==> src/common/edhd_pkg.sv <==
// Constants and types for the enhanced/high-definition mode control block
package edhd_pkg;
   // Register offsets
   localparam logic [7:0] OFS_MASTER_SYNC = 8'h02;
   localparam logic [7:0] OFS_SYNC_TIMING = 8'h34;
   localparam logic [7:0] OFS_OUT_PROC = 8'h35;
   // Reset values
   localparam logic [7:0] RST_MASTER_SYNC = 8'h00;
   localparam logic [7:0] RST_SYNC_TIMING = 8'h48;
   localparam logic [7:0] RST_OUT_PROC = 8'h00;
   // Master sync register field
   localparam int B_MASTER_SYNC_EN = 7;
   // Sync timing control fields
   localparam int B_TIMING_RESET = 0;
   localparam int B_HSYNC_OUT = 1;
   localparam int B_VSYNC_OUT = 2;
   localparam int B_BLANK_LOW = 3;
   localparam int B_RESERVED = 5;
   localparam int B_VSYNC_SEL = 6;
   localparam int B_FREE_RUN = 7;
   // Output processing control fields
   localparam int B_RGB_IN = 1;
   localparam int B_SYNC_PBPR = 2;
   localparam int B_DAC_SWAP = 3;
   localparam int B_GAMMA_B = 4;
   localparam int B_GAMMA_EN = 5;
   localparam int B_AFILT_B = 6;
   localparam int B_AFILT_EN = 7;
   // Raster of the selected standard and sync pulse widths
   localparam int CNT_W = 12;
   localparam logic [11:0] H_TOTAL = 12'h35a;
   localparam logic [11:0] V_TOTAL = 12'h20d;
   localparam logic [11:0] H_SYNC_LEN = 12'h03e;
   localparam logic [11:0] V_SYNC_LEN = 12'h006;
   localparam int PIX_W = 10;
   // Pin positions in the pin vector
   localparam int P_HSYNC_N = 0;
   localparam int P_VSYNC_FIELD = 1;
   localparam int P_BLANK = 2;

   // Register port request
   typedef struct packed {
      logic [7:0] addr;
      logic [7:0] wdata;
      logic wr;
      logic rd;
   } reg_req_t;

   // State of the top module, apart from the reset flops and the raster counters
   typedef struct packed {
      logic [2:0] pin_s1;
      logic [2:0] pin_s2;
      logic [2:0] pin_s3;
      logic [2:0] pin_f;
      logic [2:0] pin_d;
      logic [7:0] master;
      logic [7:0] timing;
      logic [7:0] outproc;
      logic [7:0] rdata;
      logic hsync_n;
      logic vsync_n;
      logic blank;
      logic [PIX_W-1:0] dac2;
      logic [PIX_W-1:0] dac3;
   } state_t;
endpackage

==> src/design/edhd_raster_counter.sv <==
// One raster counter: wraps by the standard or by an external sync event
`timescale 1ns/100ps
module edhd_raster_counter #(
   parameter logic [11:0] TOTAL = 12'h001
) (
   // Clock and reset
   input wire logic i_clk_sys,
   input wire logic i_rst_n,
   // Control
   input wire logic i_hold,
   input wire logic i_step,
   input wire logic i_free,
   input wire logic i_ext_wrap,
   // Count
   output logic [edhd_pkg::CNT_W-1:0] o_count,
   output logic o_wrap
);
   logic [edhd_pkg::CNT_W-1:0] cnt_reg;
   logic [edhd_pkg::CNT_W-1:0] cnt_next;

   // Free mode wraps only on the external event, else at end of raster
   always_comb begin
      o_wrap = i_free ? i_ext_wrap : (i_step && cnt_reg == TOTAL - 12'h001);
      if (i_hold)
         cnt_next = '0;
      else if (o_wrap)
         cnt_next = '0;
      else if (i_step)
         cnt_next = cnt_reg + 12'h001;
      else
         cnt_next = cnt_reg;
   end

   // Count register
   always_ff @(posedge i_clk_sys or negedge i_rst_n) begin
      if (!i_rst_n)
         cnt_reg <= '0;
      else
         cnt_reg <= cnt_next;
   end

   assign o_count = cnt_reg;
endmodule

==> src/design/edhd_mode_control_regs.sv <==
// Mode control registers and timing path of the ED/HD video block
//
// Overview of operation
// - Timing bit 0 at 1 holds the raster counters at zero, at 0 they run.
// - Sync output bits 1 and 2 act only while master sync bit 7 is set.
// - Timing bit 7 at 0 wraps counters by the standard, at 1 by sync.
// - Output bit 1 enables RGB input, and the register resets to zero.
// - Output bit 3 at 0 sends Pb to DAC 2 and Pr to DAC 3, at 1 swaps.
// - Output bit 5 turns gamma on, bit 4 picks curve A (0) or B (1).
// - Output bit 6 selects adaptive filter mode A (0) or B (1).
// - Output bit 7 enables the adaptive filter, at 0 it is bypassed.
// - Timing bit 6 picks a field input (0) or vertical sync input (1).
//
// The strobed register port was left to the implementer.
`timescale 1ns/100ps
module edhd_mode_control_regs (
   // Clock and reset
   input wire logic i_clk_sys,
   input wire logic i_rst_n,
   // Register port
   input wire logic [7:0] i_addr,
   input wire logic [7:0] i_wdata,
   input wire logic i_wr,
   input wire logic i_rd,
   output logic [7:0] o_rdata,
   // Sync and blank pins
   input wire logic i_hsync_n,
   input wire logic i_vsync_field,
   input wire logic i_blank,
   // Pixel colour difference data
   input wire logic [edhd_pkg::PIX_W-1:0] i_pb,
   input wire logic [edhd_pkg::PIX_W-1:0] i_pr,
   // DAC data
   output logic [edhd_pkg::PIX_W-1:0] o_dac2,
   output logic [edhd_pkg::PIX_W-1:0] o_dac3,
   // Timing outputs
   output logic o_hsync_n,
   output logic o_vsync_n,
   output logic o_blank,
   output logic [edhd_pkg::CNT_W-1:0] o_h_count,
   output logic [edhd_pkg::CNT_W-1:0] o_v_count,
   // Processing controls
   output logic o_rgb_in_en,
   output logic o_sync_on_pbpr,
   output logic o_gamma_en,
   output logic o_gamma_curve_b,
   output logic o_afilt_en,
   output logic o_afilt_mode_b
);
   logic [1:0] rst_sync;
   logic rst_n;
   edhd_pkg::reg_req_t req;
   edhd_pkg::state_t s_reg;
   edhd_pkg::state_t s_next;
   logic h_ev;
   logic v_ev;
   logic h_wrap;
   logic hold;
   logic free;
   logic [edhd_pkg::CNT_W-1:0] h_cnt;
   logic [edhd_pkg::CNT_W-1:0] v_cnt;

   // Reset released through two flops
   always_ff @(posedge i_clk_sys or negedge i_rst_n) begin
      if (!i_rst_n)
         rst_sync <= 2'h0;
      else
         rst_sync <= {rst_sync[0], 1'b1};
   end
   assign rst_n = rst_sync[1];

   assign req = '{addr: i_addr, wdata: i_wdata, wr: i_wr, rd: i_rd};

   // External sync events from filtered pins
   always_comb begin
      h_ev = s_reg.pin_d[edhd_pkg::P_HSYNC_N]
         & ~s_reg.pin_f[edhd_pkg::P_HSYNC_N];
      if (s_reg.timing[edhd_pkg::B_VSYNC_SEL])
         v_ev = s_reg.pin_d[edhd_pkg::P_VSYNC_FIELD]
            & ~s_reg.pin_f[edhd_pkg::P_VSYNC_FIELD];
      else
         v_ev = s_reg.pin_d[edhd_pkg::P_VSYNC_FIELD]
            ^ s_reg.pin_f[edhd_pkg::P_VSYNC_FIELD];
   end

   assign hold = s_reg.timing[edhd_pkg::B_TIMING_RESET];
   assign free = s_reg.timing[edhd_pkg::B_FREE_RUN];

   edhd_raster_counter #(.TOTAL(edhd_pkg::H_TOTAL)) u_h_counter (
      .i_clk_sys(i_clk_sys),
      .i_rst_n(rst_n),
      .i_hold(hold),
      .i_step(1'b1),
      .i_free(free),
      .i_ext_wrap(h_ev),
      .o_count(h_cnt),
      .o_wrap(h_wrap)
   );

   edhd_raster_counter #(.TOTAL(edhd_pkg::V_TOTAL)) u_v_counter (
      .i_clk_sys(i_clk_sys),
      .i_rst_n(rst_n),
      .i_hold(hold),
      .i_step(h_wrap),
      .i_free(free),
      .i_ext_wrap(v_ev),
      .o_count(v_cnt),
      .o_wrap()
   );

   // Next state: pin filter, register port, sync, blank and DAC routing
   always_comb begin
      s_next = s_reg;
      // Pin change counts only once second and third stage agree
      s_next.pin_s1 = {i_blank, i_vsync_field, i_hsync_n};
      s_next.pin_s2 = s_reg.pin_s1;
      s_next.pin_s3 = s_reg.pin_s2;
      if (s_reg.pin_s2 == s_reg.pin_s3)
         s_next.pin_f = s_reg.pin_s3;
      s_next.pin_d = s_reg.pin_f;
      // Register writes; bits not held read back as zero
      if (req.wr) begin
         case (req.addr)
            edhd_pkg::OFS_MASTER_SYNC: begin
               s_next.master = 8'h00;
               s_next.master[edhd_pkg::B_MASTER_SYNC_EN] =
                  req.wdata[edhd_pkg::B_MASTER_SYNC_EN];
            end
            // reserved bit kept as written, expected 0
            edhd_pkg::OFS_SYNC_TIMING: s_next.timing = req.wdata;
            edhd_pkg::OFS_OUT_PROC: s_next.outproc = req.wdata;
            default: ;
         endcase
      end
      // Read data valid in the cycle after the strobe only
      s_next.rdata = 8'h00;
      if (req.rd) begin
         case (req.addr)
            edhd_pkg::OFS_MASTER_SYNC: s_next.rdata = s_reg.master;
            edhd_pkg::OFS_SYNC_TIMING: s_next.rdata = s_reg.timing;
            edhd_pkg::OFS_OUT_PROC: s_next.rdata = s_reg.outproc;
            default: s_next.rdata = 8'h00;
         endcase
      end
      // sync outputs gated by master sync
      s_next.hsync_n = !(s_reg.master[edhd_pkg::B_MASTER_SYNC_EN]
         && s_reg.timing[edhd_pkg::B_HSYNC_OUT]
         && h_cnt < edhd_pkg::H_SYNC_LEN);
      s_next.vsync_n = !(s_reg.master[edhd_pkg::B_MASTER_SYNC_EN]
         && s_reg.timing[edhd_pkg::B_VSYNC_OUT]
         && v_cnt < edhd_pkg::V_SYNC_LEN);
      s_next.blank = s_reg.pin_f[edhd_pkg::P_BLANK]
         ^ s_reg.timing[edhd_pkg::B_BLANK_LOW];
      if (s_reg.outproc[edhd_pkg::B_DAC_SWAP]) begin
         s_next.dac2 = i_pr;
         s_next.dac3 = i_pb;
      end else begin
         s_next.dac2 = i_pb;
         s_next.dac3 = i_pr;
      end
   end

   // State register; sync pins idle high so no false edge at start
   always_ff @(posedge i_clk_sys or negedge rst_n) begin
      if (!rst_n) begin
         s_reg <= '0;
         s_reg.pin_s1 <= 3'h3;
         s_reg.pin_s2 <= 3'h3;
         s_reg.pin_s3 <= 3'h3;
         s_reg.pin_f <= 3'h3;
         s_reg.pin_d <= 3'h3;
         s_reg.master <= edhd_pkg::RST_MASTER_SYNC;
         s_reg.timing <= edhd_pkg::RST_SYNC_TIMING;
         s_reg.outproc <= edhd_pkg::RST_OUT_PROC;
         s_reg.hsync_n <= 1'b1;
         s_reg.vsync_n <= 1'b1;
      end else begin
         s_reg <= s_next;
      end
   end

   // Outputs straight from registers
   assign o_rdata = s_reg.rdata;
   assign o_hsync_n = s_reg.hsync_n;
   assign o_vsync_n = s_reg.vsync_n;
   assign o_blank = s_reg.blank;
   assign o_dac2 = s_reg.dac2;
   assign o_dac3 = s_reg.dac3;
   assign o_h_count = h_cnt;
   assign o_v_count = v_cnt;
   assign o_rgb_in_en = s_reg.outproc[edhd_pkg::B_RGB_IN];
   assign o_sync_on_pbpr = s_reg.outproc[edhd_pkg::B_SYNC_PBPR];
   assign o_gamma_en = s_reg.outproc[edhd_pkg::B_GAMMA_EN];
   assign o_gamma_curve_b = s_reg.outproc[edhd_pkg::B_GAMMA_B];
   assign o_afilt_mode_b = s_reg.outproc[edhd_pkg::B_AFILT_B];
   assign o_afilt_en = s_reg.outproc[edhd_pkg::B_AFILT_EN];
endmodule

==> config.mk <==
export PLATFORM = sky130hd
export DESIGN_NAME = edhd_mode_control_regs
export DESIGN_NICKNAME = d
export VERILOG_FILES = /design/src/common/edhd_pkg.sv /design/src/design/edhd_raster_counter.sv /design/src/design/edhd_mode_control_regs.sv
export SDC_FILE = /design/constraint.sdc
export NUM_CORES = 1
export LEC_CHECK = 0
export BUFFER_PORTS_ARGS = -buffer_cell sky130_fd_sc_hd__clkbuf_2
export CAP_MARGIN = 10
export CORE_MARGIN = 2
export CORE_UTILIZATION = 56
export DETAILED_ROUTE_END_ITERATION = 6
export PLACE_DENSITY_LB_ADDON = 0.05
export SETUP_SLACK_MARGIN = 0.05
export SYNTH_ARGS = -nofsm -noshare
export SYNTH_HDL_FRONTEND = slang
export SYNTH_SLANG_ARGS = --single-unit
==> constraint.sdc <==
create_clock -name i_clk_sys -period 5.7 [get_ports i_clk_sys]
set_clock_uncertainty 0.05 [all_clocks]
set_input_delay 0.57 -clock i_clk_sys [delete_from_list [all_inputs] [get_ports i_clk_sys]]
set_output_delay 0.57 -clock i_clk_sys [all_outputs]
set_load 0.05 [all_outputs]
; Yosys cells after proc, flatten, opt, wreduce, memory -nomap -nowiden
; Cells that the tools add are included.
[word_totals]
elab_cells = 55
out_inout_bits = 61
reg_bits = 88
inputBits = 43
[op_classes]
n_eq_ne = 6
n_reduce_logical = 11
bitwise_logic = 6
addsub = 2
n_mux = 11
order_cmp = 2
[ops]
columns = operator, count
row1 = 12-bit two-way mux, 5
row2 = 12-bit by 1-bit adder with 12-bit output (second input constant), 2
row3 = 12-bit by 10-bit == test with 1-bit output (second input constant), 2
row4 = 8-bit one-hot mux with 3 select lines, 1
row5 = 20-bit two-way mux, 1
row6 = 8-bit by 6-bit == test with 1-bit output (second input constant), 2
row7 = 12-bit by 3-bit less-than comparator with 1-bit output (second input constant), 1
row8 = 12-bit by 6-bit less-than comparator with 1-bit output (second input constant), 1
row9 = 8-bit by 2-bit == test with 1-bit output (second input constant), 1
row10 = 8-bit two-way mux, 1
row11 = 2-bit AND reduction, 3
row12 = 1-bit logical AND, 5
row13 = 3-bit == test, 1
row14 = 1-bit two-way mux, 3
row15 = 3-bit nonzero test, 1
row16 = 1-bit bitwise AND, 2
row17 = 1-bit logical NOT, 2
row18 = 1-bit inverter, 2
row19 = 1-bit bitwise XOR, 2

; Depth between registers and ports, before layout
; Gate-level depths: netlist of run 1.
[logic_depth]
word_depth = 7
depth_mapped = 8
mapped_depth_nobuf = 7

; Cells and area by module
; A second synthesis of run 1 with hierarchy kept.
[hier_totals]
hier_cells = 324
area_unflattened_um2 = 4043.9
[modules_own_cells]
columns = mod, seq_area_each_um2, n_inst, cells_each, area_per_inst_um2
row1 = edhd_mode_control_regs, 1619.1, 1, 190, 2715.1
row2 = edhd_raster_counter at u_v_counter, 300.3, 1, 68, 693.2
row3 = edhd_raster_counter at u_h_counter, 300.3, 1, 66, 635.6

; Worst setup path before layout of run 1
; OpenSTA, ideal clock, no wires.
[synth_path]
path_type = flip-flop to flip-flop
start = register u_v_counter.cnt_reg (netlist bit u_v_counter.o_count[7])
end = register u_v_counter.cnt_reg (netlist bit u_v_counter.o_count[11])
stages_incl_launch_ff = 7
t_arrival_ns = 2.170
path_slack_ns = 3.356
required_ns = 5.526
setup_ns = 0.124
n_path_buf = 1
cell_sequence = dfrtp_1 > or4_1 > or3_1 > o211ai_2 > buf_6 > nor4b_1 > a211o_1
[synth_via]
elab_chain_len = 5
elab_cells_between_ends = 8
[synth_lines]
columns = element, line
row1 = start: declaration, edhd_raster_counter.sv:18  ; logic [edhd_pkg::CNT_W-1:0] cnt_reg;
row2 = start signal: assignment, edhd_raster_counter.sv:39  ; cnt_reg <= cnt_next;
row3 = branches (longest 5 deep; another with 12-bit by 1-bit adder with 12-bit output), -
; Several ways; the timed one is not identified. The select of a mux whose other input is x is not followed.
; A chain may end at the register's enable or synchronous reset.

; Worst setup path in the final report of run 1
[layout_path]
start = register u_v_counter.cnt_reg (netlist bit u_v_counter.o_count[7])
end = register u_v_counter.cnt_reg (netlist bit u_v_counter.o_count[7])
; Same word-level chain as after synthesis.

==> run_results.csv, run 1 <==
group,metric,value,unit
global_routing,grt_pass1_vias,2501,
synthesis,avgSynthCellArea,12.0,um^2
detailed_routing,route.vias.total,2637,
global_routing,groute.layer.met3.usage,0.0455,
die,dieArea,7650,um^2
detailed_routing,post_drt_via_cell_ratio,5.40,
hold_path,hp-start,"i_vsync_field",
power,powerDensity,278,nW/um^2
timing,setup_tns,0,ns
worst_setup_path,crit_path_top_delay_cell,"or4_1",
placed_design,port_buffers,103,
cts,cts-htree-levels,3,
synthesis,ys_seq_area_frac,0.569,
synthesis,synth_top_area_share,0.475,
timing,tightestPinTransition,1.07,ns
placed_design,place_area,4270,um^2
global_routing,grt_max_degree,87,
power,total_power,1.24,mW
worst_setup_path,r2r_start,"u_v_counter.o_count[7]$_DFFE_PN0P_",
synthesis,synth_flop_cell,"dfrtp_1",
detailed_routing,firstDrtPassIters,4,
worst_setup_path,cp_max_fo,11,
cts,numCtsBuffers,9,
global_routing,track_usage,0.202,
layout,fin_area,4460,um^2
detailed_routing,ant_nets,0,
worst_setup_path,crit_chain,"or4_1 > or3_1 > o211ai_2 > nor2b_1 > a22o_1",
synthesis,syn_area,3900,um^2
layout,largest_reg_flops,14,
global_routing,grt_use_met2,0.320,
synthesis,yosysTopAreaCell,"dfrtp_1",
worst_setup_path,critPathCaptureType,"register",
synthesis,synth_edf_count,0,
power,ir_worst_vdd,0.180,mV
timing,hold_viol,0,
flow_run,maxCapViolCount,0,
worst_setup_path,cp-start-kind,"register",
timing,fin_ws,3.11,ns
die,die_y,87.5,um
detailed_routing,drc_errors,0,
synthesis,ys_ff_latch,88,
cts,clock_sinks,88,
timing,rsz0062_at_grt,"false",
detailed_routing,wl_per_cell,14.8,um
synthesis,synthCells,325,
cts,tritoncts,"built",
die,fp.dieW,87.5,um
run_status,status,"complete, no violations",
timing,slew_violations,0,
global_routing,grt_overflow,0,
worst_setup_path,critPathKind,"register to register",
timing,min_period,2.59,ns
global_routing,antenna_found_initial,0,
synthesis,synth_fp_nets,373,
layout,drive_gt1_frac,0.414,
power,p_leak,2.23,nW
detailed_routing,drt-total-wl,7210,um
synthesis,ys.warnings.count,0,
worst_setup_path,cp.buffers_inverters,0,
placed_design,gp_congestion,0.905,
layout,areaGrowthSynthToFinish,14.3,%
timing,max_freq,0.387,GHz
timing,hold_ws,0.255,ns
cts,root_buffer,"clkbuf_8",
cts,clock_latency,0.35,ns
synthesis,synth.distinct_cells,42,
global_routing,grt_pass1_wl,11900,um
worst_setup_path,ff2ff_setup_slack,3.11,ns
hold_path,worstHoldPathType,"input port to register",
synthesis,async_reset_ff_frac,1.00,
cts,clk_pin_slew,0.08,ns
die,fp-row-count,30,
placed_design,place_hpwl,5040,um
worst_setup_path,critPathTopFamily,"simple AND/OR/NAND/NOR gates",
die,coreArea,6760,um^2
synthesis,synth.area.top_cells,"dfrtp_1 47%, mux2_2 11%, dfstp_2 9.4%",
worst_setup_path,cp_data_arrival_time,2.78,ns
timing,setup_viol,0,
detailed_routing,drt_iter0_drc,110,
layout,num_antenna_cells,0,
global_routing,top_usage_layer,"met2",
global_routing,grt_use_met1,0.267,
layout,nFillCells,556,
layout,nets,451,
cts,cts_max_path_buffers,2,
die,pin_count,104,
worst_setup_path,slowest_delay,0.56,ns
worst_setup_path,critPathRequiredTime,5.89,ns
worst_setup_path,startpoint,"u_v_counter.o_count[7]$_DFFE_PN0P_",
placed_design,place_ws,3.18,ns
timing,period_share,0.454,
synthesis,yosysMostFrequentCell,"dfrtp_1",
timing,slew_headroom,0.287,
synthesis,synth_common_cells,"74 x dfrtp_1, 39 x mux2_2, 30 x nor2_1",
die,start_util,0.578,
worst paths after layout:
check / end / depth (start not counted)
setup / recovery: u_v_counter.o_count[7]$_DFFE_PN0P_ / 5
hold / removal: s_next[65]$_DFF_PN1_ / 1
setup reg to reg: u_v_counter.o_count[7]$_DFFE_PN0P_ / 5
hold reg to reg: rst_sync[1]$_DFF_PN0_ / 0
max in group asynchronous: o_afilt_en$_DFFE_PN0P_ / 0
min in group asynchronous: u_h_counter.o_count[2]$_DFF_PN0_ / 0
cell usage in the layout, fill, tap and decap left out, types with 10 or more instances in the layout:
cell type,instances
dfstp_2,14
nor2_1,30
clkbuf_2,103
o21ai_1,10
xor2_1,11
clkbuf_8,10
dfrtp_1,73
nand3_1,14
mux2_2,39
layer usage:
| layer | routed length, um | up-vias | part of all wire |
|---|---|---|---|
| met3 | 374 | 12 | 0.052 |
| met2 | 3450 | 75 | 0.48 |
| met5 | 0 | - | 0 |
| met4 | 136 | 0 | 0.019 |
| li1 | - | 1261 | - |
| met1 | 3250 | 1289 | 0.45 |
power by group:
group          switching (mW)  internal [mW]  total [mW]
Clock                   0.197          0.216       0.413
Sequential             0.0296          0.660       0.690
Combinational          0.0889         0.0503       0.139
Total                   0.316          0.927        1.24
final cells by class:
class | instances | area, um^2 | share of cell area
sequential | 88 | 2220 | 0.498
multi-input combinational | 191 | 1390 | 0.312
timing repair buffer | 104 | 526 | 0.118
inverter | 9 | 33.8 | 0.00757
tap | 80 | 100 | 0.0224
clock inverter | 1 | 30.0 | 0.00673
clock buffer | 15 | 156 | 0.0351
per-stage QoR:
| stage | utilization | cells |
|---|---|---|
| 5_1_grt | 0.660 | 488 |
| 2_1_floorplan | - | 325 |
| 4_1_cts | 0.660 | 488 |
| 6_report | 0.660 | 488 |
| 3_5_place_dp | 0.631 | 471 |
| 3_3_place_gp | 0.631 | 471 |
timing repair:
action | in CTS | in global routing
endpoints found under the hold margin | 2 | 0
hold buffers | 1 | 0
setup buffers | 0 | 0
resized for setup | 0 | 0
kinds of logic (layout without fill, tap and decap cells):
| logic type | after synthesis | in the layout | synth area share |
|---|---|---|---|
| AO/OA/AOI/OAI | 30 | 30 | 0.0529 |
| XOR/XNOR | 14 | 14 | 0.0314 |
| adder cells (fa/ha/maj) | 5 | 5 | 0.0160 |
| buffers and inverters | 46 | 129 | 0.0744 |
| flip-flops | 88 | 88 | 0.569 |
| multiplexers | 46 | 46 | 0.130 |
| other | 1 | 1 | 0.000961 |
| AND/OR/NAND/NOR | 95 | 95 | 0.125 |
No activity file was read; power rests on OpenSTA's default activity.
==> inputs of run 2 (changes only) <==
Settings changed: CORE_UTILIZATION 56 to 52.
Clock period 5.7 ns to 2.4 ns, I/O delays scaled along.
==> run_results.csv, run 2 (synthesis gave the netlist of run 1 again) <==
group,metric,value,unit
detailed_routing,route.vias.total,2649,
flow_run,maxCapViolCount,0,
detailed_routing,firstDrtPassIters,4,
layout,largest_reg_flops,14,
global_routing,track_usage,0.187,
global_routing,grt_overflow,0,
worst_setup_path,cp_data_arrival_time,2.42,ns
global_routing,antenna_found_initial,0,
timing,slew_headroom,0.436,
timing,tightestPinTransition,0.846,ns
placed_design,place_hpwl,5250,um
layout,multi_input_area,1400,um^2
detailed_routing,drt_iter0_drc,102,
die,coreArea,7250,um^2
timing,min_period,2.24,ns
placed_design,port_buffers,103,
cts,cts-htree-levels,3,
layout,regArea,2220,um^2
layout,drive_gt1_frac,0.434,
cts,cts_max_path_buffers,2,
cts,clk_pin_slew,0.08,ns
cts,cts_setup_buffers,0,
detailed_routing,ant_nets,0,
cts,clock_sinks,88,
layout,final_cell_mix,"103 x clkbuf_2, 72 x dfrtp_1, 39 x mux2_2, 30 x nor2_1",
timing,hold_viol,0,
detailed_routing,drt-total-wl,7210,um
layout,final_common_cell,"clkbuf_2",
cts,root_buffer,"clkbuf_8",
power,p_leak,2.30,nW
die,dieArea,8210,um^2
power,ir_worst_vdd,0.376,mV
worst_setup_path,critPathKind,"register to register",
die,pin_count,104,
power,powerDensity,650,nW/um^2
die,start_util,0.538,
detailed_routing,wl_per_cell,13.9,um
die,die_y,90.6,um
detailed_routing,post_drt_via_cell_ratio,5.11,
detailed_routing,drc_errors,0,
die,fp-row-count,31,
run_status,status,"complete, no violations",
timing,period_share,0.933,
cts,clock_latency,0.33,ns
die,fp.dieW,90.6,um
cts,tritoncts,"built",
timing,slew_violations,0,
global_routing,grt_max_degree,47,
hold_path,worstHoldPathType,"input port to register",
layout,nets,463,
timing,max_freq,0.447,GHz
cts,numCtsBuffers,9,
global_routing,grt_pass1_vias,2644,
layout,fin_util,0.637,
worst_setup_path,critPathRequiredTime,2.58,ns
layout,nFillCells,617,
layout,num_antenna_cells,0,
global_routing,grt_pass1_wl,12300,um
timing,setup_viol,0,
worst_setup_path,critPathCaptureType,"register",
placed_design,gp_congestion,0.853,
worst_setup_path,cp_max_fo,10,
timing,rsz0062_at_grt,"false",
timing,setup_tns,0,ns
worst_setup_path,cp-start-kind,"register",
layout,areaGrowthSynthToFinish,18.3,%
[run 2: changes by cell type in the layout (fill, tap and decap cells not counted)]
cell / change
dfrtp_1: -1
clkbuf_8: +1
dfrtp_2: +1
clkbuf_1: -3
or3_1: -1
dlygate4sd3_1: +3
buf_12: +1
buf_6: +1
clkinv_4: +1
buf_4: +7
or3_4: +1
[run 2: repair_timing]
item / in CTS / in global routing
endpoints found under the hold margin: 5 / 0
resized for setup: 0 / 3
hold buffers: 4 / 0
setup endpoints to repair: 0 / 10
[run 2: area by class of cell]
cell class                      count  area share
Sequential cell                    88       0.482
Multi-Input combinational cell    191       0.303
Timing Repair Buffer              116       0.138
Clock buffer                       13      0.0344
Tap cell                           99      0.0268
Clock inverter                      2     0.00840
Inverter                            9     0.00732
[run 2: power by group]
| group | switching, mW | total, mW | internal (mW) |
|---|---|---|---|
| Sequential | 0.0584 | 1.63 | 1.57 |
| Combinational | 0.226 | 0.361 | 0.135 |
| Clock | 0.475 | 1.01 | 0.536 |
[run 2: layer usage]
layer  routed length, um  up-vias  track usage
met5                   0        -            0
met4                  97        0       0.0795
met3                 379        7       0.0351
met2                3530       73        0.310
met1                3210     1279        0.242
li1                    -     1290            -
[run 2: through the flow]
stage	power, mW	std cells	setup slack, ns	instance area (um^2)	hold slack, ns
after floorplan	1.92	325	0.0558	3900	-0.106
after global placement	2.00	499	0.222	4370	-0.0223
after detailed placement	2.02	499	0.147	4370	-0.0223
after CTS	3.03	518	0.131	4610	0.0577
after global routing	3.13	518	0.0720	4620	0.0857
final	3.00	518	0.160	4620	0.0782
[run 2: critical path: stages, from the launching register on]
cell	delay, ns
dfrtp_2	0.44
or4_1	0.54
or3_4	0.42
o211ai_2	0.20
buf_6	0.17
o21ai_1	0.08
a22o_1	0.23
[run 2: worst paths after layout]
check	start	end	slack, ns	cells past startpoint
worst max-delay path	u_v_counter.o_count[6]$_DFFE_PN0P_	u_v_counter.o_count[8]$_DFFE_PN0P_	0.16	6
worst min-delay path	i_rd	o_rdata[7]$_DFF_PN0_	0.08	3
worst max register to register	u_v_counter.o_count[6]$_DFFE_PN0P_	u_v_counter.o_count[8]$_DFFE_PN0P_	0.16	6
worst min register to register	rst_sync[1]$_DFF_PN0_	u_h_counter.o_count[0]$_DFF_PN0_	0.28	0
max in group asynchronous	rst_sync[1]$_DFF_PN0_	o_hsync_n$_DFF_PN1_	1.36	1
min in group asynchronous	i_rst_n	rst_sync[1]$_DFF_PN0_	0.17	2
